**src/common/scd_defs.svh**
```systemverilog
// scd_defs.svh: register offsets, field positions, reset values and timing counts
// for the sample-clock divider and delay block; assumes inclusion before use.
`ifndef SCD_DEFS_SVH
`define SCD_DEFS_SVH

// ----------------------------------------------------------------
// register offsets (10-bit register address)
// ----------------------------------------------------------------
`define SCD_OFS_DIV_RATIO 10'h10b
`define SCD_OFS_HALF_DLY 10'h10c
`define SCD_OFS_FINE_EN 10'h117
`define SCD_OFS_FINE_VAL 10'h118
`define SCD_OFS_SYNC_STATE 10'h10d
`define SCD_OFS_CHAN_SEL 10'h008

// ----------------------------------------------------------------
// field positions
// ----------------------------------------------------------------
`define SCD_DIV_SEL_LSB 0
`define SCD_DIV_SEL_MSB 1
`define SCD_FINE_EN_BIT 0
`define SCD_HALF_EN_BIT 0

// ----------------------------------------------------------------
// reset values
// ----------------------------------------------------------------
`define SCD_RST_DIV_RATIO 8'h00
`define SCD_RST_HALF_DLY 8'h00
`define SCD_RST_FINE_EN 8'h00
`define SCD_RST_FINE_VAL 8'h00
`define SCD_RST_SYNC_STATE 8'h00
`define SCD_RST_CHAN_SEL 8'h03

// ----------------------------------------------------------------
// timing
// ----------------------------------------------------------------
`define SCD_FINE_STEP_FS 1700
`define SCD_DP_RESET_CYCLES 4

`endif

```
**src/common/scd_pkg.sv**
```systemverilog
// scd_pkg.sv: types shared by the sample-clock divider and delay block.
// assumes scd_defs.svh supplies the numeric constants.
package scd_pkg;

  typedef enum logic [1:0]
  {
    SCD_DIV1 = 2'b00,
    SCD_DIV2 = 2'b01,
    SCD_DIV4 = 2'b10,
    SCD_DIV8 = 2'b11
  } scd_div_e;

  typedef enum logic [1:0]
  {
    SCD_SPI_IDLE = 2'b00,
    SCD_SPI_ADDR = 2'b01,
    SCD_SPI_DATA = 2'b10
  } scd_spi_e;

  typedef logic [7:0] scd_byte_t;

endpackage

```
**src/rtl/scd_clock_ctrl.sv**
```systemverilog
// scd_clock_ctrl.sv: sample-clock divider with sysref alignment, per-channel
// half-cycle phase delay and fine-delay codes, programmed over a 3-wire spi port.
// assumes CLK is the input clock; spi pins and sysref arrive asynchronously.
//
// Summary of operation
// - divide input clock by 1,2,4,8
// - divide ratio from divider ratio register
// - valid sysref resets divider to programmed state
// - divider output keeps 50 percent duty at ratios 2,4,8; held high at ratio 1
// - phase delay step is half input cycle
// - half-cycle delay enabled per channel
// - half-cycle write leaves link undisturbed
// - fine delay enabled by bit 0
// - fine delay code is eight bits
// - fine delay spans about 433.5 ps in 1.7 ps steps
// - fine delay value kept per channel
// - fine delay effective immediately on write
// - setting fine enable resets datapath
// - fine value change leaves link undisturbed
`timescale 1ns/100ps
`include "scd_defs.svh"

module scd_clock_ctrl
#(
  parameter int NCHAN = 2,
  parameter int DP_RESET_CYCLES = `SCD_DP_RESET_CYCLES
)
(
  // clock and reset
  input wire logic CLK,
  input wire logic RST_N,
  // serial port, mode 0, msb first: r/w bit, 15 address bits, 8 data bits
  input wire logic SPI_CS_N,
  input wire logic SPI_SCLK,
  input wire logic SPI_SDI,
  output logic SPI_SDO,
  output logic SPI_SDO_OE,
  // sysref alignment strobe
  input wire logic SYSREF,
  // sample clock, per channel
  output logic [NCHAN-1:0] SAMPLE_CLK,
  output logic [NCHAN-1:0] SAMPLE_EN,
  output logic [NCHAN-1:0] HALF_DLY_EN,
  output logic [NCHAN-1:0] FINE_DLY_EN,
  output logic [8*NCHAN-1:0] FINE_DLY_CODE,
  // datapath reset, not the link
  output logic [NCHAN-1:0] DP_RESET
);
  import scd_pkg::*;

  // ----------------------------------------------------------------
  // input synchronisers
  // ----------------------------------------------------------------
  logic [3:0] sync1;
  logic [3:0] sync2;
  always_ff @(posedge CLK or negedge RST_N)
  begin
    if (!RST_N)
    begin
      sync1 <= 4'h1;
      sync2 <= 4'h1;
    end
    else
    begin
      sync1 <= {SYSREF, SPI_SDI, SPI_SCLK, SPI_CS_N};
      sync2 <= sync1;
    end
  end

  logic cs_n_s;
  logic sclk_s;
  logic sdi_s;
  logic sysref_s;
  logic sclk_d;
  logic sysref_d;
  assign cs_n_s = sync2[0];
  assign sclk_s = sync2[1];
  assign sdi_s = sync2[2];
  assign sysref_s = sync2[3];

  always_ff @(posedge CLK or negedge RST_N)
  begin
    if (!RST_N)
    begin
      sclk_d <= 1'b0;
      sysref_d <= 1'b0;
    end
    else
    begin
      sclk_d <= sclk_s;
      sysref_d <= sysref_s;
    end
  end

  logic sclk_rise;
  logic sclk_fall;
  logic sysref_rise;
  assign sclk_rise = sclk_s & ~sclk_d & ~cs_n_s;
  assign sclk_fall = ~sclk_s & sclk_d & ~cs_n_s;
  assign sysref_rise = sysref_s & ~sysref_d;

  // ----------------------------------------------------------------
  // serial port framing
  // ----------------------------------------------------------------
  scd_spi_e spi_state;
  logic [4:0] bit_cnt;
  logic [15:0] hdr;
  logic [7:0] wdat;
  logic [7:0] rdat;
  logic wr_stb;

  always_ff @(posedge CLK or negedge RST_N)
  begin
    if (!RST_N)
    begin
      spi_state <= SCD_SPI_IDLE;
      bit_cnt <= 5'h00;
      hdr <= 16'h0000;
      wdat <= 8'h00;
      wr_stb <= 1'b0;
    end
    else
    begin
      wr_stb <= 1'b0;
      if (cs_n_s)
      begin
        spi_state <= SCD_SPI_IDLE;
        bit_cnt <= 5'h00;
      end
      else if (sclk_rise)
      begin
        case (spi_state)
          SCD_SPI_IDLE, SCD_SPI_ADDR:
          begin
            hdr <= {hdr[14:0], sdi_s};
            bit_cnt <= bit_cnt + 5'h01;
            spi_state <= (bit_cnt == 5'h0f) ? SCD_SPI_DATA : SCD_SPI_ADDR;
            if (bit_cnt == 5'h0f)
            begin
              bit_cnt <= 5'h00;
            end
          end
          SCD_SPI_DATA:
          begin
            wdat <= {wdat[6:0], sdi_s};
            bit_cnt <= bit_cnt + 5'h01;
            if (bit_cnt == 5'h07)
            begin
              wr_stb <= ~hdr[15];
              spi_state <= SCD_SPI_IDLE;
              bit_cnt <= 5'h00;
            end
          end
          default:
          begin
            spi_state <= SCD_SPI_IDLE;
          end
        endcase
      end
    end
  end

  logic [9:0] reg_addr;
  assign reg_addr = hdr[9:0];

  // ----------------------------------------------------------------
  // register file
  // ----------------------------------------------------------------
  scd_byte_t div_ratio;
  scd_byte_t sync_state;
  scd_byte_t chan_sel;
  scd_byte_t half_dly [NCHAN];
  scd_byte_t fine_en [NCHAN];
  scd_byte_t fine_val [NCHAN];
  logic [NCHAN-1:0] fine_rise;

  function automatic logic hit(input logic [9:0] a, input logic [9:0] ofs);
    hit = (a == ofs);
  endfunction

  always_ff @(posedge CLK or negedge RST_N)
  begin
    if (!RST_N)
    begin
      div_ratio <= `SCD_RST_DIV_RATIO;
      sync_state <= `SCD_RST_SYNC_STATE;
      chan_sel <= `SCD_RST_CHAN_SEL;
    end
    else if (wr_stb)
    begin
      if (hit(reg_addr, `SCD_OFS_DIV_RATIO))
        div_ratio <= wdat;
      if (hit(reg_addr, `SCD_OFS_SYNC_STATE))
        sync_state <= wdat;
      if (hit(reg_addr, `SCD_OFS_CHAN_SEL))
        chan_sel <= wdat;
    end
  end

  genvar gc;
  generate
    for (gc = 0; gc < NCHAN; gc++)
    begin : g_chan
      always_ff @(posedge CLK or negedge RST_N)
      begin
        if (!RST_N)
        begin
          half_dly[gc] <= `SCD_RST_HALF_DLY;
          fine_en[gc] <= `SCD_RST_FINE_EN;
          fine_val[gc] <= `SCD_RST_FINE_VAL;
          fine_rise[gc] <= 1'b0;
        end
        else
        begin
          fine_rise[gc] <= 1'b0;
          if (wr_stb && chan_sel[gc])
          begin
            if (hit(reg_addr, `SCD_OFS_HALF_DLY))
              half_dly[gc] <= wdat;
            if (hit(reg_addr, `SCD_OFS_FINE_EN))
            begin
              fine_en[gc] <= wdat;
              fine_rise[gc] <= wdat[`SCD_FINE_EN_BIT] & ~fine_en[gc][`SCD_FINE_EN_BIT];
            end
            if (hit(reg_addr, `SCD_OFS_FINE_VAL))
              fine_val[gc] <= wdat;
          end
        end
      end

      // codes drive the delay line directly
      // code 0 is earliest, 0xff latest
      assign FINE_DLY_EN[gc] = fine_en[gc][`SCD_FINE_EN_BIT];
      assign FINE_DLY_CODE[8*gc +: 8] = fine_val[gc];
      assign HALF_DLY_EN[gc] = half_dly[gc][`SCD_HALF_EN_BIT];

      // datapath reset pulse on enable; no link reset
      logic [7:0] dp_cnt;
      always_ff @(posedge CLK or negedge RST_N)
      begin
        if (!RST_N)
          dp_cnt <= 8'h00;
        else if (fine_rise[gc])
          dp_cnt <= 8'(DP_RESET_CYCLES);
        else if (dp_cnt != 8'h00)
          dp_cnt <= dp_cnt - 8'h01;
      end
      assign DP_RESET[gc] = (dp_cnt != 8'h00);

      chk_dp_reset_pulse: assert property (@(posedge CLK) disable iff (!RST_N)
        fine_rise[gc] |=> DP_RESET[gc] [*4])
        else $error("datapath reset not held after fine enable");
      chk_fine_immediate: assert property (@(posedge CLK) disable iff (!RST_N)
        (wr_stb && chan_sel[gc] && reg_addr == `SCD_OFS_FINE_VAL) |=> FINE_DLY_CODE[8*gc +: 8] == $past(wdat))
        else $error("fine code did not take the written value");
      chk_val_no_reset: assert property (@(posedge CLK) disable iff (!RST_N)
        (wr_stb && reg_addr == `SCD_OFS_FINE_VAL && !DP_RESET[gc]) |=> !DP_RESET[gc])
        else $error("fine value write reset the datapath");
      chk_half_no_reset: assert property (@(posedge CLK) disable iff (!RST_N)
        (wr_stb && reg_addr == `SCD_OFS_HALF_DLY && !DP_RESET[gc]) |=> !DP_RESET[gc])
        else $error("half-cycle write reset the datapath");
      chk_half_chan: assert property (@(posedge CLK) disable iff (!RST_N)
        (wr_stb && !chan_sel[gc] && reg_addr == `SCD_OFS_HALF_DLY) |=> $stable(HALF_DLY_EN[gc]))
        else $error("unselected channel half delay changed");
    end
  endgenerate

  // ----------------------------------------------------------------
  // readback, driven on falling sclk during data phase
  // ----------------------------------------------------------------
  always_comb
  begin
    rdat = 8'h00;
    case (reg_addr)
      `SCD_OFS_DIV_RATIO: rdat = div_ratio;
      `SCD_OFS_SYNC_STATE: rdat = sync_state;
      `SCD_OFS_CHAN_SEL: rdat = chan_sel;
      `SCD_OFS_HALF_DLY: rdat = chan_sel[0] ? half_dly[0] : half_dly[NCHAN-1];
      `SCD_OFS_FINE_EN: rdat = chan_sel[0] ? fine_en[0] : fine_en[NCHAN-1];
      `SCD_OFS_FINE_VAL: rdat = chan_sel[0] ? fine_val[0] : fine_val[NCHAN-1];
      default: rdat = 8'h00;
    endcase
  end

  always_ff @(posedge CLK or negedge RST_N)
  begin
    if (!RST_N)
    begin
      SPI_SDO <= 1'b0;
      SPI_SDO_OE <= 1'b0;
    end
    else
    begin
      SPI_SDO_OE <= ~cs_n_s & hdr[15] & (spi_state == SCD_SPI_DATA);
      if (sclk_fall && spi_state == SCD_SPI_DATA)
        SPI_SDO <= rdat[3'(7 - bit_cnt)];
    end
  end

  // ----------------------------------------------------------------
  // divider
  // ----------------------------------------------------------------
  // ratio from low two bits
  scd_div_e div_sel;
  logic [2:0] div_cnt;
  logic [2:0] half_len;
  assign div_sel = scd_div_e'(div_ratio[`SCD_DIV_SEL_MSB:`SCD_DIV_SEL_LSB]);

  always_comb
  begin
    case (div_sel)
      SCD_DIV1: half_len = 3'h0;
      SCD_DIV2: half_len = 3'h1;
      SCD_DIV4: half_len = 3'h2;
      SCD_DIV8: half_len = 3'h4;
      default: half_len = 3'h0;
    endcase
  end

  // ratio assumed settled before clock runs; a change is not glitch-guarded
  // valid sysref loads the programmed phase
  always_ff @(posedge CLK or negedge RST_N)
  begin
    if (!RST_N)
      div_cnt <= 3'h0;
    else if (sysref_rise)
      div_cnt <= sync_state[2:0] & ((half_len << 1) - 3'h1);
    else if (div_cnt == ((half_len << 1) - 3'h1) || half_len == 3'h0)
      div_cnt <= 3'h0;
    else
      div_cnt <= div_cnt + 3'h1;
  end

  // high for exactly half the period at ratios 2,4,8; held high at divide by 1
  logic div_clk;
  assign div_clk = (half_len == 3'h0) ? 1'b1 : (div_cnt < half_len);

  always_ff @(posedge CLK or negedge RST_N)
  begin
    if (!RST_N)
    begin
      SAMPLE_CLK <= '0;
      SAMPLE_EN <= '0;
    end
    else
    begin
      SAMPLE_CLK <= {NCHAN{div_clk}};
      SAMPLE_EN <= {NCHAN{div_cnt == 3'h0}};
    end
  end

  // a ratio rewrite inside the window moves the terminal count without restarting the count, so the window needs a steady ratio
  chk_div_period: assert property (@(posedge CLK) disable iff (!RST_N)
    (div_sel == SCD_DIV4 && div_cnt == 3'h0 && !sysref_rise) [*1] ##1 (!sysref_rise && div_sel == SCD_DIV4) [*3]
    |=> div_cnt == 3'h0)
    else $error("divide by four period wrong");
  chk_sysref_align: assert property (@(posedge CLK) disable iff (!RST_N)
    sysref_rise |=> div_cnt == ($past(sync_state[2:0]) & (($past(half_len) << 1) - 3'h1)))
    else $error("divider not realigned by sysref");
  chk_duty_half: assert property (@(posedge CLK) disable iff (!RST_N)
    (div_sel == SCD_DIV2 && !sysref_rise && $stable(div_ratio) && div_cnt == 3'h0)
    |-> div_clk ##1 (!div_clk || sysref_rise || !$stable(div_ratio)))
    else $error("divide by two duty not 50 percent");

endmodule

```
**config.mk**
```make
export PLATFORM = sky130hd
export DESIGN_NAME = scd_clock_ctrl
export DESIGN_NICKNAME = d
export VERILOG_FILES = /design/src/common/scd_pkg.sv /design/src/rtl/scd_clock_ctrl.sv
export VERILOG_INCLUDE_DIRS = /design/src /design/src/common
export SDC_FILE = /design/constraint.sdc
export NUM_CORES = 1
export LEC_CHECK = 0
export ABC_AREA = 1
export BUFFER_PORTS_ARGS = -buffer_cell sky130_fd_sc_hd__buf_2
export CAP_MARGIN = 15
export CORE_MARGIN = 3
export CORE_UTILIZATION = 60
export DETAILED_ROUTE_END_ITERATION = 10
export GPL_ROUTABILITY_DRIVEN = 0
export PLACE_DENSITY = 0.78
export SLEW_MARGIN = 40
export SYNTH_ARGS = -nofsm -noshare
export SYNTH_HDL_FRONTEND = slang
export SYNTH_SLANG_ARGS = --single-unit
```
**constraint.sdc**
```tcl
create_clock -name CLK -period 2.92 [get_ports CLK]
set_input_delay 0.73 -clock CLK [delete_from_list [all_inputs] [get_ports CLK]]
set_output_delay 0.73 -clock CLK [all_outputs]
set_load 0.03 [all_outputs]
```
==> results by group, run 1 <==
Worst setup path
  • Most used cell, CP: nand2_1
  • Slowest stage cell, crit path: dfrtp_1
  • Critical Path Start Type: flip-flop
  • Crit. End Element: output port
  • Critical-path cell list: inv_1 -> ha_1 -> nand2_1 -> inv_1 -> nand2_1 -> nor2_1 -> nand2_1 -> buf_2
  • CP Class: reg2out
  • Worst Path Required: about 2.2 ns
  • Crit-path max cell delay: approximately 0.37 ns
  • Worst EP arrival: 1.97 ns
  • Max FO, Critical Path: 8

Drt
  • Vias per std cell: 5.56
  • DRC: 0
  • Met2 WL: approximately 7.0 mm
  • Post-route ant nets: 0
  • DR WL/cell: 15.7 microns
  • First-pass iteration count of the detailed router: 5
  • Metal3 WL: 1.12 mm
  • Met1 WL: 6.36 mm
  • Drt first-iter violations: 519
  • Top Metal Used: met4
  • DR vias: 5259
  • Total Wirelength: 14.8 mm

Cells and area
  • Post-route cell area: 7310 sq um
  • Share of cells above drive strength 1: between 10% and 20%
  • Commonest non-fill, non-tap cells in the layout: 219 x nand2_1, 135 x dfrtp_1, 86 x o21ai_0, 68 x inv_1, 54 x nor2_1
  • Fill cells: 831
  • Number of diodes: 0
  • Non-Filler Instances: 946
  • Area delta synth->final: 12.1%
  • Most common cell after layout, fill and taps aside: nand2_1
  • Nets: ~820

Yosys
  • Yosys top cell by area: dfrtp_1
  • Mapped Avg Cell Area: roughly 8.5 sq um
  • Synth unique cells: 36
  • Register bit total from synthesis: between 100 and 150
  • Sequential fraction of the synthesis area: 53.4%
  • Yosys warnings: 0
  • Post-synth EDFFs: 0
  • Top cells by area, synth: dfrtp_1 52%, nand2_1 13%, o21ai_0 6.6%
  • Mapped Area: 6520 sq um
  • Post-synth top area share: roughly 52%
  • Synth Instances: 768
  • Syn Nets: 787
  • Main synth FF type: dfrtp_1
  • FFs w/ async S/R, synth: 100%

Floorplan
  • Die width: 110 microns
  • Core Rows: 37
  • Core Area: 10500 sq um
  • Initial Util: 62.3%
  • Ports: 34
  • Die height: around 110 microns
  • Die ar.: about 12000 sq um

CTS
  • Post-CTS resize count: 0
  • H-tree depth: 4
  • Post-CTS Setup Bufs: 0
  • CTS tree: yes
  • Clock latency on the worst-skew pair: between 0.5 and 0.6 ns
  • Root Buffer: clkbuf_8
  • Hold-fix buffers at CTS: 0
  • Clk sinks: around 140
  • Clock transition at path regs: 0.06 ns
  • CTS max path bufs: 2
  • CTS buffer count: 17

STA
  • Final min period: 2.70 ns
  • Hold slack final: 0.117 ns
  • Count of pins over their slew limit: 0
  • Worst-Margin Slew: 0.628 ns
  • Worst Clk Skew: between 0.006 and 0.007 ns
  • Hold Vio Cnt, Final: 0
  • Setup TNS: 0 ns
  • Fmax: 370 MHz
  • Final Cycle Share: between 90% and 100%
  • Final-report setup violation count: 0
  • Normalized max-slew margin: 58.1%
  • Unrepaired setup endpoints after global routing: no

Global routing
  • First-pass GRT wire length: approximately 25 mm
  • Largest net degree at the start of global routing: 51
  • Vias in the first global route: around 5.1k
  • Remaining Overflow, GRT: 0
  • Total track usage: 27.1%
  • Antenna violations before repair: 0

Placed design
  • Post-DP Area: 6740 sq um
  • Port bufs: 33
  • Dpl hpwl: approximately 10 mm
  • Dpl cells: 915

Status
  • Status: completed

Flow run
  • MaxCap Viol Count: 0

Worst hold path
  • Min-Delay Path Class: in2async

Power and ir drop
  • Tot Pwr: approximately 4.5 mW
  • Pleak: roughly 3.5 nW
  • Worst-case vdd ir drop: 0.000466 V
  • Pwr dens: 621 nW/um^2
worst max-delay path: cells and delay by family (launching register included):
family                     cells  cell delay, ns
buffers and inverters          3            0.42
and+or+nand+nor                4            0.47
DFF                            1            0.37
adders and majority gates      1            0.20
flip-flops by register name, summed over array words and instances (netlist names), 3 cells and up:
| name | flops |
|---|---|
| FINE_DLY_CODE | 16 |
| g_chan.dp_cnt | 16 |
| hdr | 16 |
| fine_en | 14 |
| half_dly | 14 |
| chan_sel | 8 |
| div_ratio | 8 |
| sync_state | 8 |
| wdat | 8 |
| bit_cnt | 5 |
| sync1 | 4 |
| sync2 | 4 |
| div_cnt | 3 |
metal layers:
layer	GRT usage, %	vias up
li1	-	2547
met1	35.9	2480
met2	42.0	197
met3	7.40	35
met4	11.9	0
met5	0	-
final cells by class:
class	instances	area, sq um	share of cell area, %
Clock buffer	18	418	5.72
Clock inverter	13	141	1.94
Tap cell	136	170	2.33
Timing Repair Buffer	37	214	2.93
Multi-Input combinational cell	529	2600	35.6
Sequential cell	139	3480	47.7
Inverter	74	278	3.80
cell usage after synthesis, types with 2 or more instances:
master and number:
buf_6 3, nor2_4 6, nor2_1 54, mux2i_1 4, o21ai_0 86, buf_2 11
nand3_1 43, clkbuf_1 5, o22ai_1 3, xor2_1 4, nand2_2 13, o21ai_1 15
nor3_1 7, dfrtp_1 135, ha_1 13, nand4_1 11, dfstp_2 4, mux2_2 5
buf_4 7, nand2_1 220, a211oi_1 5, a21oi_1 21, nor2_2 7, inv_2 6
inv_1 68, a31oi_1 2
where the power goes:
| group | total, mW | internal (mW) | switching (mW) |
|---|---|---|---|
| clock network | 2.04 | 1.22 | 0.826 |
| logic | 0.404 | 0.123 | 0.281 |
| registers | 2.09 | 2.01 | 0.0776 |
| total | 4.54 | 3.35 | 1.18 |
kinds of logic after synthesis:
logic type / Yosys count / synth area share [%]
AOI/OAI and AO/OA: 136 / 11.0
adders and majority gates: 13 / 2.49
xor gates and xnor gates: 5 / 0.672
buffers and inverters: 100 / 6.72
and+or+nand+nor: 366 / 24.2
DFF: 139 / 53.4
muxes: 9 / 1.48
stage by stage:
step	util, %	setup slack [ns]
3_3_place_gp	64.5	0.871
2_1_floorplan	-	1.01
6_report	69.8	0.220
3_5_place_dp	64.5	0.806
4_1_cts	69.8	0.229
5_1_grt	69.8	0.0447
worst paths after layout:
kind,start,endpoint,slack [ns],cells past startpoint
max,g_chan[1].dp_cnt[0]$_DFFE_PN0P_,DP_RESET[1],0.22,8
min reg2reg,sync1[1]$_DFF_PN0_,sync2[1]$_DFF_PN0_,0.35,0
max reg2reg,hdr[2]$_DFFE_PN0P_,chan_sel[7]$_DFFE_PN0P_,0.90,5
max in group asynchronous,RST_N,chan_sel[0]$_DFFE_PN1P_,2.09,2
min in group CLK,SPI_CS_N,sync1[0]$_DFF_PN1_,0.30,1
min,RST_N,g_chan[1].dp_cnt[4]$_DFFE_PN0P_,0.12,1
(Power assumes the default switching activity.)
==> run 2, diff against run 1 <==
--- a/config.mk
+++ b/config.mk
@@ -13,6 +13,7 @@
 export CORE_UTILIZATION = 60
 export DETAILED_ROUTE_END_ITERATION = 10
 export GPL_ROUTABILITY_DRIVEN = 0
+export MAX_ROUTING_LAYER = met4
 export PLACE_DENSITY = 0.78
 export SLEW_MARGIN = 40
 export SYNTH_ARGS = -nofsm -noshare
==> results by group, run 2 (synthesis results as in run 1) <==
Floorplan
  • Ports: 34 (unchanged)
  • Die ar.: 12200 sq um (unchanged)
  • Core Area: 10500 sq um (unchanged)
  • Initial Util: 62.3% (unchanged)
  • Die height: 110 microns (unchanged)
  • Core Rows: 37 (unchanged)
  • Die width: 110 microns (unchanged)

CTS
  • H-tree depth: 4 (unchanged)
  • Post-CTS resize count: 0 (unchanged)
  • Root Buffer: clkbuf_8
  • CTS max path bufs: 2 (unchanged)
  • Clk sinks: 139 (unchanged)
  • Clock latency on the worst-skew pair: 0.53 ns (about the same)
  • Post-CTS Setup Bufs: 0 (unchanged)
  • Clock transition at path regs: 0.06 ns (about the same)
  • CTS buffer count: 17 (unchanged)
  • Hold-fix buffers at CTS: 0 (unchanged)
  • CTS tree: yes

Worst hold path
  • Min-Delay Path Class: in2async

Power and ir drop
  • Power share of the clock group: 45.1% (about the same)
  • Sequential power share: 46.0% (about the same)
  • Switching power total: 1.19 mW (+0.69%)
  • Pwr dens: 622 nW/um^2 (+0.18%)
  • Pleak: 3.53 nW (unchanged)
  • Comb power frac: 8.9% (about the same)
  • Switching Fraction: 26.2% (+0.13 points)
  • Worst-case vdd ir drop: 0.000470 V (+0.76%)
  • Pint: 3.35 mW (about the same)

Worst setup path
  • Worst Path Required: 2.19 ns (about the same)
  • Worst EP arrival: 1.97 ns (about the same)
  • CP Class: reg2out
  • Max FO, Critical Path: 8 (unchanged)
  • Critical Path Start Type: flip-flop
  • Crit. End Element: output port

Global routing
  • Remaining Overflow, GRT: 0 (unchanged)
  • First-pass GRT wire length: 24.7 mm (+0.11%)
  • Total track usage: 27.9% (+0.84 points)
  • Largest net degree at the start of global routing: 51 (unchanged)
  • Vias in the first global route: 5072 (+0.18%)
  • Antenna violations before repair: 0 (unchanged)

STA
  • Worst-Margin Slew: 0.626 ns (-0.00164 ns)
  • Worst Clk Skew: 0.00589 ns (-0.000147 ns)
  • Normalized max-slew margin: 58.2% (+0.11 points)
  • Count of pins over their slew limit: 0 (unchanged)
  • Fmax: 371 MHz (+0.12%)
  • Final Cycle Share: 92.4% (-0.11 points)
  • Final min period: 2.70 ns (-0.00326 ns)
  • Hold Vio Cnt, Final: 0 (unchanged)
  • Hold slack final: 0.118 ns (+0.000698 ns)
  • Setup TNS: 0 ns (unchanged)
  • Unrepaired setup endpoints after global routing: no
  • Final-report setup violation count: 0 (unchanged)

Cells and area
  • Post-route cell area: 7310 sq um (unchanged)
  • Nets: 817 (unchanged)
  • Fill cells: 831 (unchanged)
  • Most common cell after layout, fill and taps aside: nand2_1
  • Final core occ: 69.8% (unchanged)
  • Number of diodes: 0 (unchanged)
  • Commonest non-fill, non-tap cells in the layout: 219 x nand2_1, 135 x dfrtp_1, 86 x o21ai_0, 68 x inv_1, 54 x nor2_1
  • Non-Filler Instances: 946 (unchanged)
  • Area delta synth->final: 12.1% (unchanged)
  • Share of cells above drive strength 1: 13.8% (unchanged)

Drt
  • Drt first-iter violations: 496 (-4.4%)
  • Vias per std cell: 5.59 (+0.51%)
  • DR WL/cell: 15.7 microns (+0.34%)
  • DR vias: 5286 (+0.51%)
  • DRC: 0 (unchanged)
  • First-pass iteration count of the detailed router: 5 (unchanged)
  • Post-route ant nets: 0 (unchanged)
  • Total Wirelength: 14.9 mm (+0.34%)

Placed design
  • Dpl hpwl: 10.0 mm (unchanged)
  • Port bufs: 33 (unchanged)
  • Dpl cells: 915 (unchanged)
  • Post-DP Area: 6740 sq um (unchanged)

Flow run
  • MaxCap Viol Count: 0 (unchanged)

Status
  • Status: completed
==> run 2: cell type report <==
| class | count | area (sq um) | area share, % |
|---|---|---|---|
| clock buffers | 18 | 418 | 5.72 |
| clock inverters | 13 | 141 | 1.94 |
| inverters | 74 | 278 | 3.80 |
| multi-input cells | 529 | 2600 | 35.6 |
| flip-flops and latches | 139 | 3480 | 47.7 |
| well taps | 136 | 170 | 2.33 |
| repair buffers | 37 | 214 | 2.93 |
==> run 2: path summary, 6_finish.rpt <==
| kind | depth (start not counted) | startpoint | end | slack, ns |
|---|---|---|---|---|
| setup / recovery | 8 | g_chan[1].dp_cnt[0]$_DFFE_PN0P_ | DP_RESET[1] | 0.22 |
| hold / removal | 1 | RST_N | g_chan[1].dp_cnt[4]$_DFFE_PN0P_ | 0.12 |
| setup reg to reg | 5 | hdr[1]$_DFFE_PN0P_ | chan_sel[7]$_DFFE_PN0P_ | 0.89 |
| hold reg to reg | 0 | sync1[1]$_DFF_PN0_ | sync2[1]$_DFF_PN0_ | 0.35 |
| max in group asynchronous | 2 | RST_N | chan_sel[0]$_DFFE_PN1P_ | 2.10 |
| min in group CLK | 1 | SPI_CS_N | sync1[0]$_DFF_PN1_ | 0.30 |
==> run 2: metrics by stage <==
stage | setup slack [ns] | power (mW)
after CTS | 0.229 | 4.57
after global placement | 0.871 | 2.50
after floorplan | 1.01 | 2.38
final | 0.223 | 4.54
after detailed placement | 0.806 | 2.53
after global routing | 0.0415 | 4.74
==> run 2: critical path, stage by stage (launching register included) <==
cell and delay, ns:
dfrtp_1 0.37, inv_1 0.10, ha_1 0.20, nand2_1 0.07, inv_1 0.08, nand2_1 0.07, nor2_1 0.14, nand2_1 0.19
buf_2 0.23
==> run 2: layer usage <==
| metal | GRT usage [%] | part of all wire, % | up-vias |
|---|---|---|---|
| met5 | - | 0 | - |
| met4 | 11.5 | 2.8 | 0 |
| met3 | 7.16 | 6.4 | 40 |
| met2 | 42.1 | 47 | 196 |
| met1 | 36.3 | 44 | 2505 |
| li1 | - | - | 2545 |
==> run 2: power groups by stage <==
stage                     Clock, mW  Sequential [mW]  Combinational (mW)
after floorplan                   0             2.10               0.283
after global placement            0             2.12               0.386
after detailed placement          0             2.12               0.402
after CTS                      2.08             2.09               0.405
after global routing           2.18             2.10               0.456
final                          2.05             2.09               0.404
